==> config.mk <==
export PLATFORM = sky130hd
export DESIGN_NAME = port_config_top
export DESIGN_NICKNAME = d
export VERILOG_FILES = /design/src/hw/ioport_pkg.sv /design/src/hw/level_sync.sv /design/src/hw/pin_driver.sv /design/src/hw/port_config_top.sv
export SDC_FILE = /design/constraint.sdc
export NUM_CORES = 1
export LEC_CHECK = 0
export BUFFER_PORTS_ARGS = -buffer_cell sky130_fd_sc_hd__buf_2
export CAP_MARGIN = 30
export CELL_PAD_IN_SITES_DETAIL_PLACEMENT = 0
export CELL_PAD_IN_SITES_GLOBAL_PLACEMENT = 1
export CORE_AREA = 2 2 262 264
export DETAILED_ROUTE_END_ITERATION = 10
export DIE_AREA = 0 0 264 266
export HOLD_SLACK_MARGIN = 0.1
export PLACE_DENSITY = 0.72
export SLEW_MARGIN = 20
export SYNTH_ARGS = -nofsm -noshare
export SYNTH_HDL_FRONTEND = slang
export SYNTH_HIERARCHICAL = 1
export SYNTH_SLANG_ARGS = --single-unit
==> constraint.sdc <==
create_clock -name ref_clk -period 15.1 [get_ports ref_clk]
set_clock_uncertainty 0.2 [all_clocks]
set_input_delay 0.755 -clock ref_clk [delete_from_list [all_inputs] [get_ports ref_clk]]
set_output_delay 0.755 -clock ref_clk [all_outputs]
set_load 0.01 [all_outputs]
==> src/hw/ioport_pkg.sv <==
// Package: constants, types and helpers for the port configuration block.
package ioport_pkg;

    // Port count and width; ports A..G are indices 0..6.
    localparam int NPORT = 7;
    localparam int PW = 8;
    localparam int PORT_E = 4;
    localparam int PORT_F = 5;
    localparam int PORT_G = 6;

    // Register groups, each holding one byte per port at index offset except the single map byte, then the group and index masks.
    localparam logic [7:0] OFS_DIN = 8'h00;
    localparam logic [7:0] OFS_DOUT = 8'h08;
    localparam logic [7:0] OFS_DIR = 8'h10;
    localparam logic [7:0] OFS_DRV = 8'h18;
    localparam logic [7:0] OFS_MODE = 8'h20;
    localparam logic [7:0] OFS_MAP = 8'h28;
    localparam logic [7:0] OFS_GRP = 8'hF8;
    localparam logic [7:0] OFS_IDX = 8'h07;

    // Reset value of every setup register and the buffer mode bit.
    localparam logic [7:0] CFG_RST = 8'h00;
    localparam int MAP_PERIPH_BIT = 7;

    // Test access pins on port E: select, clock, data in, data out.
    localparam int JT_TMS = 0;
    localparam int JT_TCK = 1;
    localparam int JT_TDI = 2;
    localparam int JT_TDO = 3;

    // Implemented bits per port, port G in the leftmost byte.
    localparam logic [NPORT-1:0][7:0] DIR_MASK =
        {8'hFF, 8'hFF, 8'hFF, 8'h0F, 8'hFF, 8'hFF, 8'hFF};
    localparam logic [NPORT-1:0][7:0] DRV_MASK =
        {8'hFF, 8'h00, 8'hFF, 8'h0F, 8'h00, 8'hFF, 8'hFF};
    localparam logic [NPORT-1:0][7:0] MODE_MASK =
        {8'hFF, 8'hFF, 8'hFF, 8'h00, 8'h00, 8'h00, 8'h00};
    localparam logic [NPORT-1:0][7:0] OE_TERM_MASK =
        {8'h00, 8'hFF, 8'h00, 8'h00, 8'hFF, 8'hFF, 8'hFF};
    localparam logic [NPORT-1:0][7:0] ADDR_IN_MASK =
        {8'h00, 8'hFF, 8'h00, 8'h0F, 8'hFF, 8'hFF, 8'hFF};

    // One byte per port for all pin-wide quantities.
    typedef logic [NPORT-1:0][PW-1:0] port_vec_t;

    // Host register cycle, one-cycle strobes.
    typedef struct packed {
        logic sel;
        logic wr;
        logic rd;
        logic [7:0] addr;
        logic [7:0] wdata;
    } host_req_t;

    // Host read answer.
    typedef struct packed {
        logic valid;
        logic [7:0] data;
    } host_rsp_t;

    // Per-port driver request: value, enable, open-drain select.
    typedef struct packed {
        logic [PW-1:0] val;
        logic [PW-1:0] en;
        logic [PW-1:0] od;
    } drv_req_t;

    // Per-port pin drive: level and output enable.
    typedef struct packed {
        logic [PW-1:0] o;
        logic [PW-1:0] oe;
    } pin_drv_t;

    // Keeps only the implemented bits of a register byte.
    function automatic logic [7:0] keep_bits(input logic [7:0] d,
                                             input logic [7:0] m);
        keep_bits = d & m;
    endfunction : keep_bits

endpackage : ioport_pkg

==> src/hw/level_sync.sv <==
// Two-stage synchroniser for a bundle of asynchronous levels.
`timescale 1ns/1ps
`default_nettype none
module level_sync #(
    parameter int W = 8
) (
    // Clock and reset.
    input wire logic ref_clk,
    input wire logic rst,
    // Asynchronous levels in, synchronised levels out.
    input wire logic [W-1:0] d,
    output logic [W-1:0] q
);
    // First stage, read only by the second stage.
    logic [W-1:0] meta_reg;

    // Both stages clear to zero under reset.
    always_ff @(posedge ref_clk or posedge rst) begin
        if (rst) begin
            meta_reg <= '0;
            q <= '0;
        end else begin
            meta_reg <= d;
            q <= meta_reg;
        end
    end

endmodule : level_sync
`default_nettype wire

==> src/hw/pin_driver.sv <==
// Pin driver for one port: push-pull or open-drain per pin.
`timescale 1ns/1ps
`default_nettype none
module pin_driver (
    // Clock and reset.
    input wire logic ref_clk,
    input wire logic rst,
    // Requested drive.
    input wire ioport_pkg::drv_req_t req,
    // Pin level and enable.
    output ioport_pkg::pin_drv_t drv
);
    import ioport_pkg::*;

    // Registered drive and its next value.
    pin_drv_t drv_reg;
    pin_drv_t drv_next;

    // Open drain pins only sink a low; a one releases the pin.
    always_comb begin
        drv_next.o = req.val & ~req.od;
        drv_next.oe = req.en & (~req.od | ~req.val);
    end

    // Pins float after reset.
    always_ff @(posedge ref_clk or posedge rst) begin
        if (rst) begin
            drv_reg <= '0;
        end else begin
            drv_reg <= drv_next;
        end
    end

    assign drv = drv_reg;

endmodule : pin_driver
`default_nettype wire

==> src/hw/port_config_top.sv <==
// Port configuration, mode selection and pin drive for ports A to G.
`timescale 1ns/1ps
`default_nettype none
module port_config_top (
    // Clock and reset.
    input wire logic ref_clk,
    input wire logic rst,
    // Host register cycles on the I/O register block.
    input wire ioport_pkg::host_req_t host_req,
    output ioport_pkg::host_rsp_t host_rsp,
    // Port pins, split into level in, level out and enable.
    input wire ioport_pkg::port_vec_t pin_in,
    output ioport_pkg::port_vec_t pin_out,
    output ioport_pkg::port_vec_t pin_oe,
    // Programmable logic side of the ports.
    input wire ioport_pkg::port_vec_t logic_out_val,
    input wire ioport_pkg::port_vec_t logic_oe_term,
    input wire ioport_pkg::port_vec_t addr_out_val,
    input wire ioport_pkg::port_vec_t decode_use,
    input wire logic address_latch_strobe,
    output ioport_pkg::port_vec_t addr_in_live,
    output ioport_pkg::port_vec_t input_latch_cell,
    output ioport_pkg::port_vec_t decode_addr_in,
    // Data port for a host with separate address and data.
    input wire logic data_port_mode,
    input wire logic data_port_drive,
    input wire logic [15:0] data_port_rdata,
    output logic [15:0] data_port_wdata,
    // Peripheral buffer on port F.
    input wire logic peripheral_select_zero,
    input wire logic peripheral_select_one,
    input wire logic periph_host_write,
    input wire logic [7:0] periph_wdata,
    output logic [7:0] periph_rdata,
    output logic periph_mode,
    // Reset pattern onto the host data lines.
    input wire logic reset_pattern_mode,
    input wire logic [15:0] reset_pattern,
    input wire logic host_reset,
    input wire logic bus_cycle_active,
    // Test access sharing on port E.
    input wire logic jtag_enable,
    input wire logic jtag_tdo,
    output logic jtag_tms,
    output logic jtag_tck,
    output logic jtag_tdi
);
    import ioport_pkg::*;

    // Setup registers, one byte per port, and their next values.
    port_vec_t mode_reg;
    port_vec_t mode_next;
    port_vec_t dir_reg;
    port_vec_t dir_next;
    port_vec_t drv_reg;
    port_vec_t drv_next;
    port_vec_t dout_reg;
    port_vec_t dout_next;
    // Memory map mode register; bit 7 enables the peripheral buffer.
    logic [7:0] memory_map_mode_register_reg;
    logic [7:0] memory_map_mode_register_next;

    // Host read answer and its next value.
    host_rsp_t rsp_reg;
    host_rsp_t rsp_next;

    // Address latch cell contents and next value.
    port_vec_t latch_reg;
    port_vec_t latch_next;

    // Synchronised pins, strobe and host reset.
    port_vec_t pin_sync;
    logic strobe_sync;
    logic reset_sync;

    // Per-port drive requests and resulting pin drives.
    drv_req_t [NPORT-1:0] req;
    pin_drv_t [NPORT-1:0] drv;

    // Decoded register cycle fields.
    logic [7:0] grp;
    logic [2:0] idx;
    logic idx_ok;

    // Active mode flags for ports F and G.
    logic pattern_on;
    logic buffer_on;
    logic buffer_conduct;

    // All pins, the strobe and the host reset cross two flip-flops.
    level_sync #(
        .W(NPORT * PW + 2)
    ) u_sync (
        .ref_clk(ref_clk),
        .rst(rst),
        .d({pin_in, address_latch_strobe, host_reset}),
        .q({pin_sync, strobe_sync, reset_sync})
    );

    // Cycle decode: group from upper offset bits, port from lower ones.
    always_comb begin
        grp = host_req.addr & OFS_GRP;
        idx = host_req.addr[2:0] & OFS_IDX[2:0];
        idx_ok = (idx < 3'(NPORT));
    end

    // Register writes; unimplemented bits are never stored.
    always_comb begin
        mode_next = mode_reg;
        dir_next = dir_reg;
        drv_next = drv_reg;
        dout_next = dout_reg;
        memory_map_mode_register_next = memory_map_mode_register_reg;
        if (host_req.sel && host_req.wr) begin
            if (grp == OFS_MAP && idx == 3'h0) begin
                memory_map_mode_register_next = host_req.wdata;
            end else if (idx_ok) begin
                unique case (grp)
                    // Output data holds all eight bits of each port.
                    OFS_DOUT: begin
                        dout_next[idx] = host_req.wdata;
                    end
                    // Direction: port D keeps only its low four bits.
                    OFS_DIR: begin
                        dir_next[idx] = keep_bits(host_req.wdata,
                                                  DIR_MASK[idx]);
                    end
                    // Drive type only where the port has the register.
                    OFS_DRV: begin
                        drv_next[idx] = keep_bits(host_req.wdata,
                                                  DRV_MASK[idx]);
                    end
                    // Pin mode only on ports E, F and G.
                    OFS_MODE: begin
                        mode_next[idx] = keep_bits(host_req.wdata,
                                                   MODE_MASK[idx]);
                    end
                    // Data-in and unused groups ignore writes.
                    default: begin
                        mode_next = mode_reg;
                    end
                endcase
            end
        end
    end

    // Setup registers clear to zero, so pins start as host inputs.
    always_ff @(posedge ref_clk or posedge rst) begin
        if (rst) begin
            mode_reg <= {NPORT{CFG_RST}};
            dir_reg <= {NPORT{CFG_RST}};
            drv_reg <= {NPORT{CFG_RST}};
            dout_reg <= {NPORT{CFG_RST}};
            memory_map_mode_register_reg <= CFG_RST;
        end else begin
            mode_reg <= mode_next;
            dir_reg <= dir_next;
            drv_reg <= drv_next;
            dout_reg <= dout_next;
            memory_map_mode_register_reg <= memory_map_mode_register_next;
        end
    end

    // Read path; an unmapped offset answers zero.
    always_comb begin
        rsp_next.valid = host_req.sel && host_req.rd;
        rsp_next.data = 8'h00;
        if (host_req.sel && host_req.rd) begin
            if (grp == OFS_MAP && idx == 3'h0) begin
                rsp_next.data = memory_map_mode_register_reg;
            end else if (idx_ok) begin
                unique case (grp)
                    // Data-in returns the live synchronised pin levels.
                    OFS_DIN: begin
                        rsp_next.data = pin_sync[idx];
                    end
                    // Output data reads back as written.
                    OFS_DOUT: begin
                        rsp_next.data = dout_reg[idx];
                    end
                    // Setup registers read back their stored bits.
                    OFS_DIR: begin
                        rsp_next.data = dir_reg[idx];
                    end
                    OFS_DRV: begin
                        rsp_next.data = drv_reg[idx];
                    end
                    OFS_MODE: begin
                        rsp_next.data = mode_reg[idx];
                    end
                    // Anything else reads as zero.
                    default: begin
                        rsp_next.data = 8'h00;
                    end
                endcase
            end
        end
    end

    // Answer register; the answer stands for one cycle.
    always_ff @(posedge ref_clk or posedge rst) begin
        if (rst) begin
            rsp_reg <= '0;
        end else begin
            rsp_reg <= rsp_next;
        end
    end

    assign host_rsp = rsp_reg;

    // Pattern only while the host is in reset and the bus is idle.
    always_comb begin
        pattern_on = reset_pattern_mode && reset_sync
                     && !bus_cycle_active;
        buffer_on = memory_map_mode_register_reg[MAP_PERIPH_BIT];
        buffer_conduct = buffer_on && (peripheral_select_zero
                                       || peripheral_select_one);
    end

    // Address latch cell: follows pins while the strobe is high.
    always_comb begin
        latch_next = latch_reg;
        if (strobe_sync) begin
            latch_next = pin_sync & ADDR_IN_MASK;
        end
    end

    // Latch cell clears to zero.
    always_ff @(posedge ref_clk or posedge rst) begin
        if (rst) begin
            latch_reg <= '0;
        end else begin
            latch_reg <= latch_next;
        end
    end

    // Per-port drive selection, bit n of each register on pin n.
    always_comb begin
        for (int p = 0; p < NPORT; p++) begin
            // Host I/O: direction OR logic enable on ports A,B,C,F.
            req[p].en = dir_reg[p]
                        | (logic_oe_term[p] & OE_TERM_MASK[p]);
            req[p].val = (logic_out_val[p] & logic_oe_term[p]
                          & OE_TERM_MASK[p]) | (dout_reg[p]
                          & ~(logic_oe_term[p] & OE_TERM_MASK[p]));
            // Address out replaces data where the mode bit is set.
            for (int b = 0; b < PW; b++) begin
                if (mode_reg[p][b]) begin
                    req[p].val[b] = addr_out_val[p][b];
                end
            end
            req[p].od = drv_reg[p];
        end
        // Port E pins 0 to 3 give way to the test port while it is enabled.
        if (jtag_enable) begin
            req[PORT_E].en[JT_TMS] = 1'b0;
            req[PORT_E].en[JT_TCK] = 1'b0;
            req[PORT_E].en[JT_TDI] = 1'b0;
            req[PORT_E].en[JT_TDO] = 1'b1;
            req[PORT_E].val[JT_TDO] = jtag_tdo;
            req[PORT_E].od[JT_TDO] = 1'b0;
        end
        // Port F as peripheral buffer, enabled only by a select with a host write.
        if (buffer_on) begin
            req[PORT_F].en = {PW{buffer_conduct && periph_host_write}};
            req[PORT_F].val = periph_wdata;
            req[PORT_F].od = '0;
        end
        // Data port replaces general I/O on F and G.
        if (data_port_mode) begin
            req[PORT_F].en = {PW{data_port_drive}};
            req[PORT_G].en = {PW{data_port_drive}};
            req[PORT_F].val = data_port_rdata[7:0];
            req[PORT_G].val = data_port_rdata[15:8];
            req[PORT_F].od = '0;
            req[PORT_G].od = '0;
        end
        // Reset pattern wins over every other use of F and G.
        if (pattern_on) begin
            req[PORT_F].en = '1;
            req[PORT_G].en = '1;
            req[PORT_F].val = reset_pattern[7:0];
            req[PORT_G].val = reset_pattern[15:8];
            req[PORT_F].od = '0;
            req[PORT_G].od = '0;
        end
    end

    // One driver per port; pins settle one cycle after a change.
    for (genvar g = 0; g < NPORT; g++) begin : g_drv
        pin_driver u_drv (
            .ref_clk(ref_clk),
            .rst(rst),
            .req(req[g]),
            .drv(drv[g])
        );
        assign pin_out[g] = drv[g].o;
        assign pin_oe[g] = drv[g].oe;
    end

    // Pins routed to the logic array as address inputs.
    assign addr_in_live = pin_sync & ADDR_IN_MASK;
    assign input_latch_cell = latch_reg;
    // Pins used by the select decode are address inputs.
    assign decode_addr_in = pin_sync & ADDR_IN_MASK & decode_use;

    // Host data from the data port pins, low byte on port F.
    assign data_port_wdata = {pin_sync[PORT_G], pin_sync[PORT_F]};
    // Peripheral read data from port F.
    assign periph_rdata = pin_sync[PORT_F];
    assign periph_mode = buffer_on;

    // Test inputs taken from the synchronised port E pins.
    assign jtag_tms = pin_sync[PORT_E][JT_TMS];
    assign jtag_tck = pin_sync[PORT_E][JT_TCK];
    assign jtag_tdi = pin_sync[PORT_E][JT_TDI];

endmodule : port_config_top
`default_nettype wire

==> impl_metrics.tcl <==
set metrics [dict create \
    grt_pass1_vias 17000 \
    grt_max_degree 169 \
    postRouteAntennaNets 0 \
    ir_worst_vdd_mv 0.0861 \
    overflow 0 \
    synthDistinctLibCells 65 \
    cts_buffer_depth 3 \
    final_util_pct 40.9 \
    setup-tns-final_ns 0 \
    drt_wl_total_mm 86.4 \
    io_buffers 540 \
    p_comb_share_pct 9.6 \
    syn2layout_area_growth_pct 26.3 \
    power.internal_w 0.00238 \
    powerDensity_nw_per_um2 115 \
    antenna_found_initial 9 \
    ys.flop_type "dfrtp_1" \
    cts_buffers 55 \
    synth.largest_area_cell "dfrtp_1" \
    cts_setup_buffers 0 \
    initial_utilization_pct 32.4 \
    clock_power_share_pct 45.1 \
    yosys.area.top_type_share_pct 57.6 \
    swShare_pct 25.2 \
    cts.sinks 505 \
    ys_ff_latch 505 \
    die_area_um2 70200 \
    criticalPathCategory "primary input to flip-flop" \
    rows 96 \
    layout.cells.most_common_list "buf_2, dfrtp_1, mux2_2, nand2_1, o21ai_0" \
    place_hpwl_mm 66.0 \
    grt_setup_unrepaired "no" \
    status "finished, final reports clean" \
    gp_congestion 0.928 \
    drv_cap 0 \
    io_pins 669 \
    p_leak_nw 13.7 \
    p_switching_w 0.000802 \
    synthCells 1753 \
    viasPerCell 5.09 \
    clk_pin_slew_ns 0.06 \
    root_buffer "clkbuf_16" \
    fin_crit_sh_pct 28.3 \
    end_kind "flip-flop" \
    synth_edf_count 0 \
    die_w_um 264 \
    finalNonFillerCells 3261 \
    cts_hold_buf 58 \
    worst_pin_slew_ns 1.04 \
    first_pass_iters 6 \
    synthesis.area_um2 22000 \
    htreeDepth 2 \
    coreArea_um2 67700 \
    hp-class "flip-flop to flip-flop" \
    yosys-top-cells-area "dfrtp_1, mux2_2, mux2i_1, buf_4, and2_1" \
    cts_resized 0 \
    drive_gt1_share_pct 40.4 \
    largest_reg_flops 112 \
    async_reset_ff_share_pct 100 \
    grt_pass1_wl_mm 122 \
    grtUsageTotal_pct 24.2 \
    setup_viol 0 \
    cts_tree "yes" \
    fin_crit_ns 4.27 \
    layout_commonest_cell "buf_2" \
    pwr-share-seq_pct 45.4 \
    seq_area_frac_synth_pct 57.6 \
    fin_nets 2683 \
    cp_data_arrival_time_ns 4.50 \
    drv_slew 0 \
    fmax_mhz 234 \
    crit_fanout 44 \
    die_h_um 266 \
    slew_headroom_pct 30.5 \
    syn-mean-instance-area_um2 12.5 \
    placedCellCount 3097 \
    crit_path_start_kind "primary input" \
    finalHoldViolations 0 \
    route.vias.total 16600 \
    clk_latency_ns 0.63 \
    ys_warn_count 6 \
    wire_per_inst_um 26.5 \
    critPathRequiredTime_ns 15.33 \
    drtIter0Drc 1318 \
    drc 0 \
]
## cells in the mapped netlist, types with 3 or more instances
cell and instances:
a41oi_1 5, a211oi_1 6, nand3_1 11, o211ai_1 8, nand2_1 119, nor2b_1 87
a31oi_1 10, o2bb2ai_1 5, buf_1 7, and2_1 104, mux4_2 17, buf_4 88
a221o_1 12, o221ai_1 4, nand2_2 5, clkbuf_1 35, a32o_1 5, mux2_2 235
nand4_1 8, nor2_2 7, o21ai_0 112, o31ai_1 4, nor2_1 39, nand2b_1 3
a32oi_1 8, dfrtp_1 505, inv_1 22, a21boi_1 56, or2_2 27, nor3_1 6
mux2i_1 76, a22oi_1 8, and3_1 11, a21oi_1 22, a22o_1 4, buf_2 21
a221oi_1 14
## worst paths after layout
kind / start / endpoint / slack (ns) / cells after the start
max: host_req[10] / host_rsp[5] / 10.83 / 8
min: u_sync/meta_reg[19] / u_sync/q[19] / 0.15 / 0
max reg2reg: dout_reg[45] / host_rsp[5] / 12.40 / 5
min reg2reg: u_sync/meta_reg[19] / u_sync/q[19] / 0.15 / 0
max in group asynchronous: rst / dir_reg[48] / 12.88 / 4
min in group asynchronous: rst / u_sync/q[8] / 0.26 / 3
## kinds of logic after synthesis
| group | Yosys count | share of synthesized area (%) |
|---|---|---|
| AND/OR/NAND/NOR | 448 | 11.4 |
| buffers and inverters | 175 | 4.68 |
| flip-flops | 505 | 57.6 |
| multiplexers | 329 | 17.3 |
| other | 1 | 0.0171 |
| AO/OA/AOI/OAI | 295 | 9.03 |
## layout make-up
cell class | instances | area, µm²
antenna | 2 | 5.00
multi-input combinational | 1132 | 8520
fill | 6490 | 40000
clock inverter | 32 | 388
clock buffer | 71 | 1550
inverter | 22 | 95.1
tap | 882 | 1100
timing repair buffer | 615 | 3450
sequential | 505 | 12600
## worst max-delay path: stages
cell	delay (ns)
buf_4	0.43
buf_4	0.62
buf_4	0.59
mux2_2	0.43
a221oi_1	0.44
nor3_1	0.08
a2111oi_0	0.88
a31oi_1	0.19
## through the flow
step | setup slack (ns) | cell area [µm²] | power, W | hold WS, ns
final | 10.83 | 27700 | 0.00318 | 0.147
after global routing | 10.81 | 27700 | 0.00329 | 0.149
after CTS | 10.95 | 27700 | 0.00321 | 0.144
after detailed placement | 10.29 | 25200 | 0.00176 | 0.135
after global placement | 10.24 | 25200 | 0.00176 | 0.132
after floorplan | 6.51 | 22200 | 0.00162 | 0.131
## metal layers
| metal | track usage (%) | vias up | part of all wire [%] |
|---|---|---|---|
| li1 | - | 7222 | - |
| met1 | 29.5 | 8478 | 39 |
| met2 | 42.3 | 737 | 50 |
| met3 | 4.23 | 166 | 6.1 |
| met4 | 9.75 | 10 | 4.4 |
| met5 | 0 | - | 0.068 |
## power by group through the flow
stage | combinational, W | clock, W | sequential, W
floorplan | 0.000152 | 0 | 0.00147
global placement | 0.000290 | 0 | 0.00147
detailed placement | 0.000293 | 0 | 0.00147
CTS | 0.000306 | 0.00146 | 0.00144
global route | 0.000330 | 0.00151 | 0.00145
finish | 0.000304 | 0.00143 | 0.00144
(Power assumes the default switching activity.)
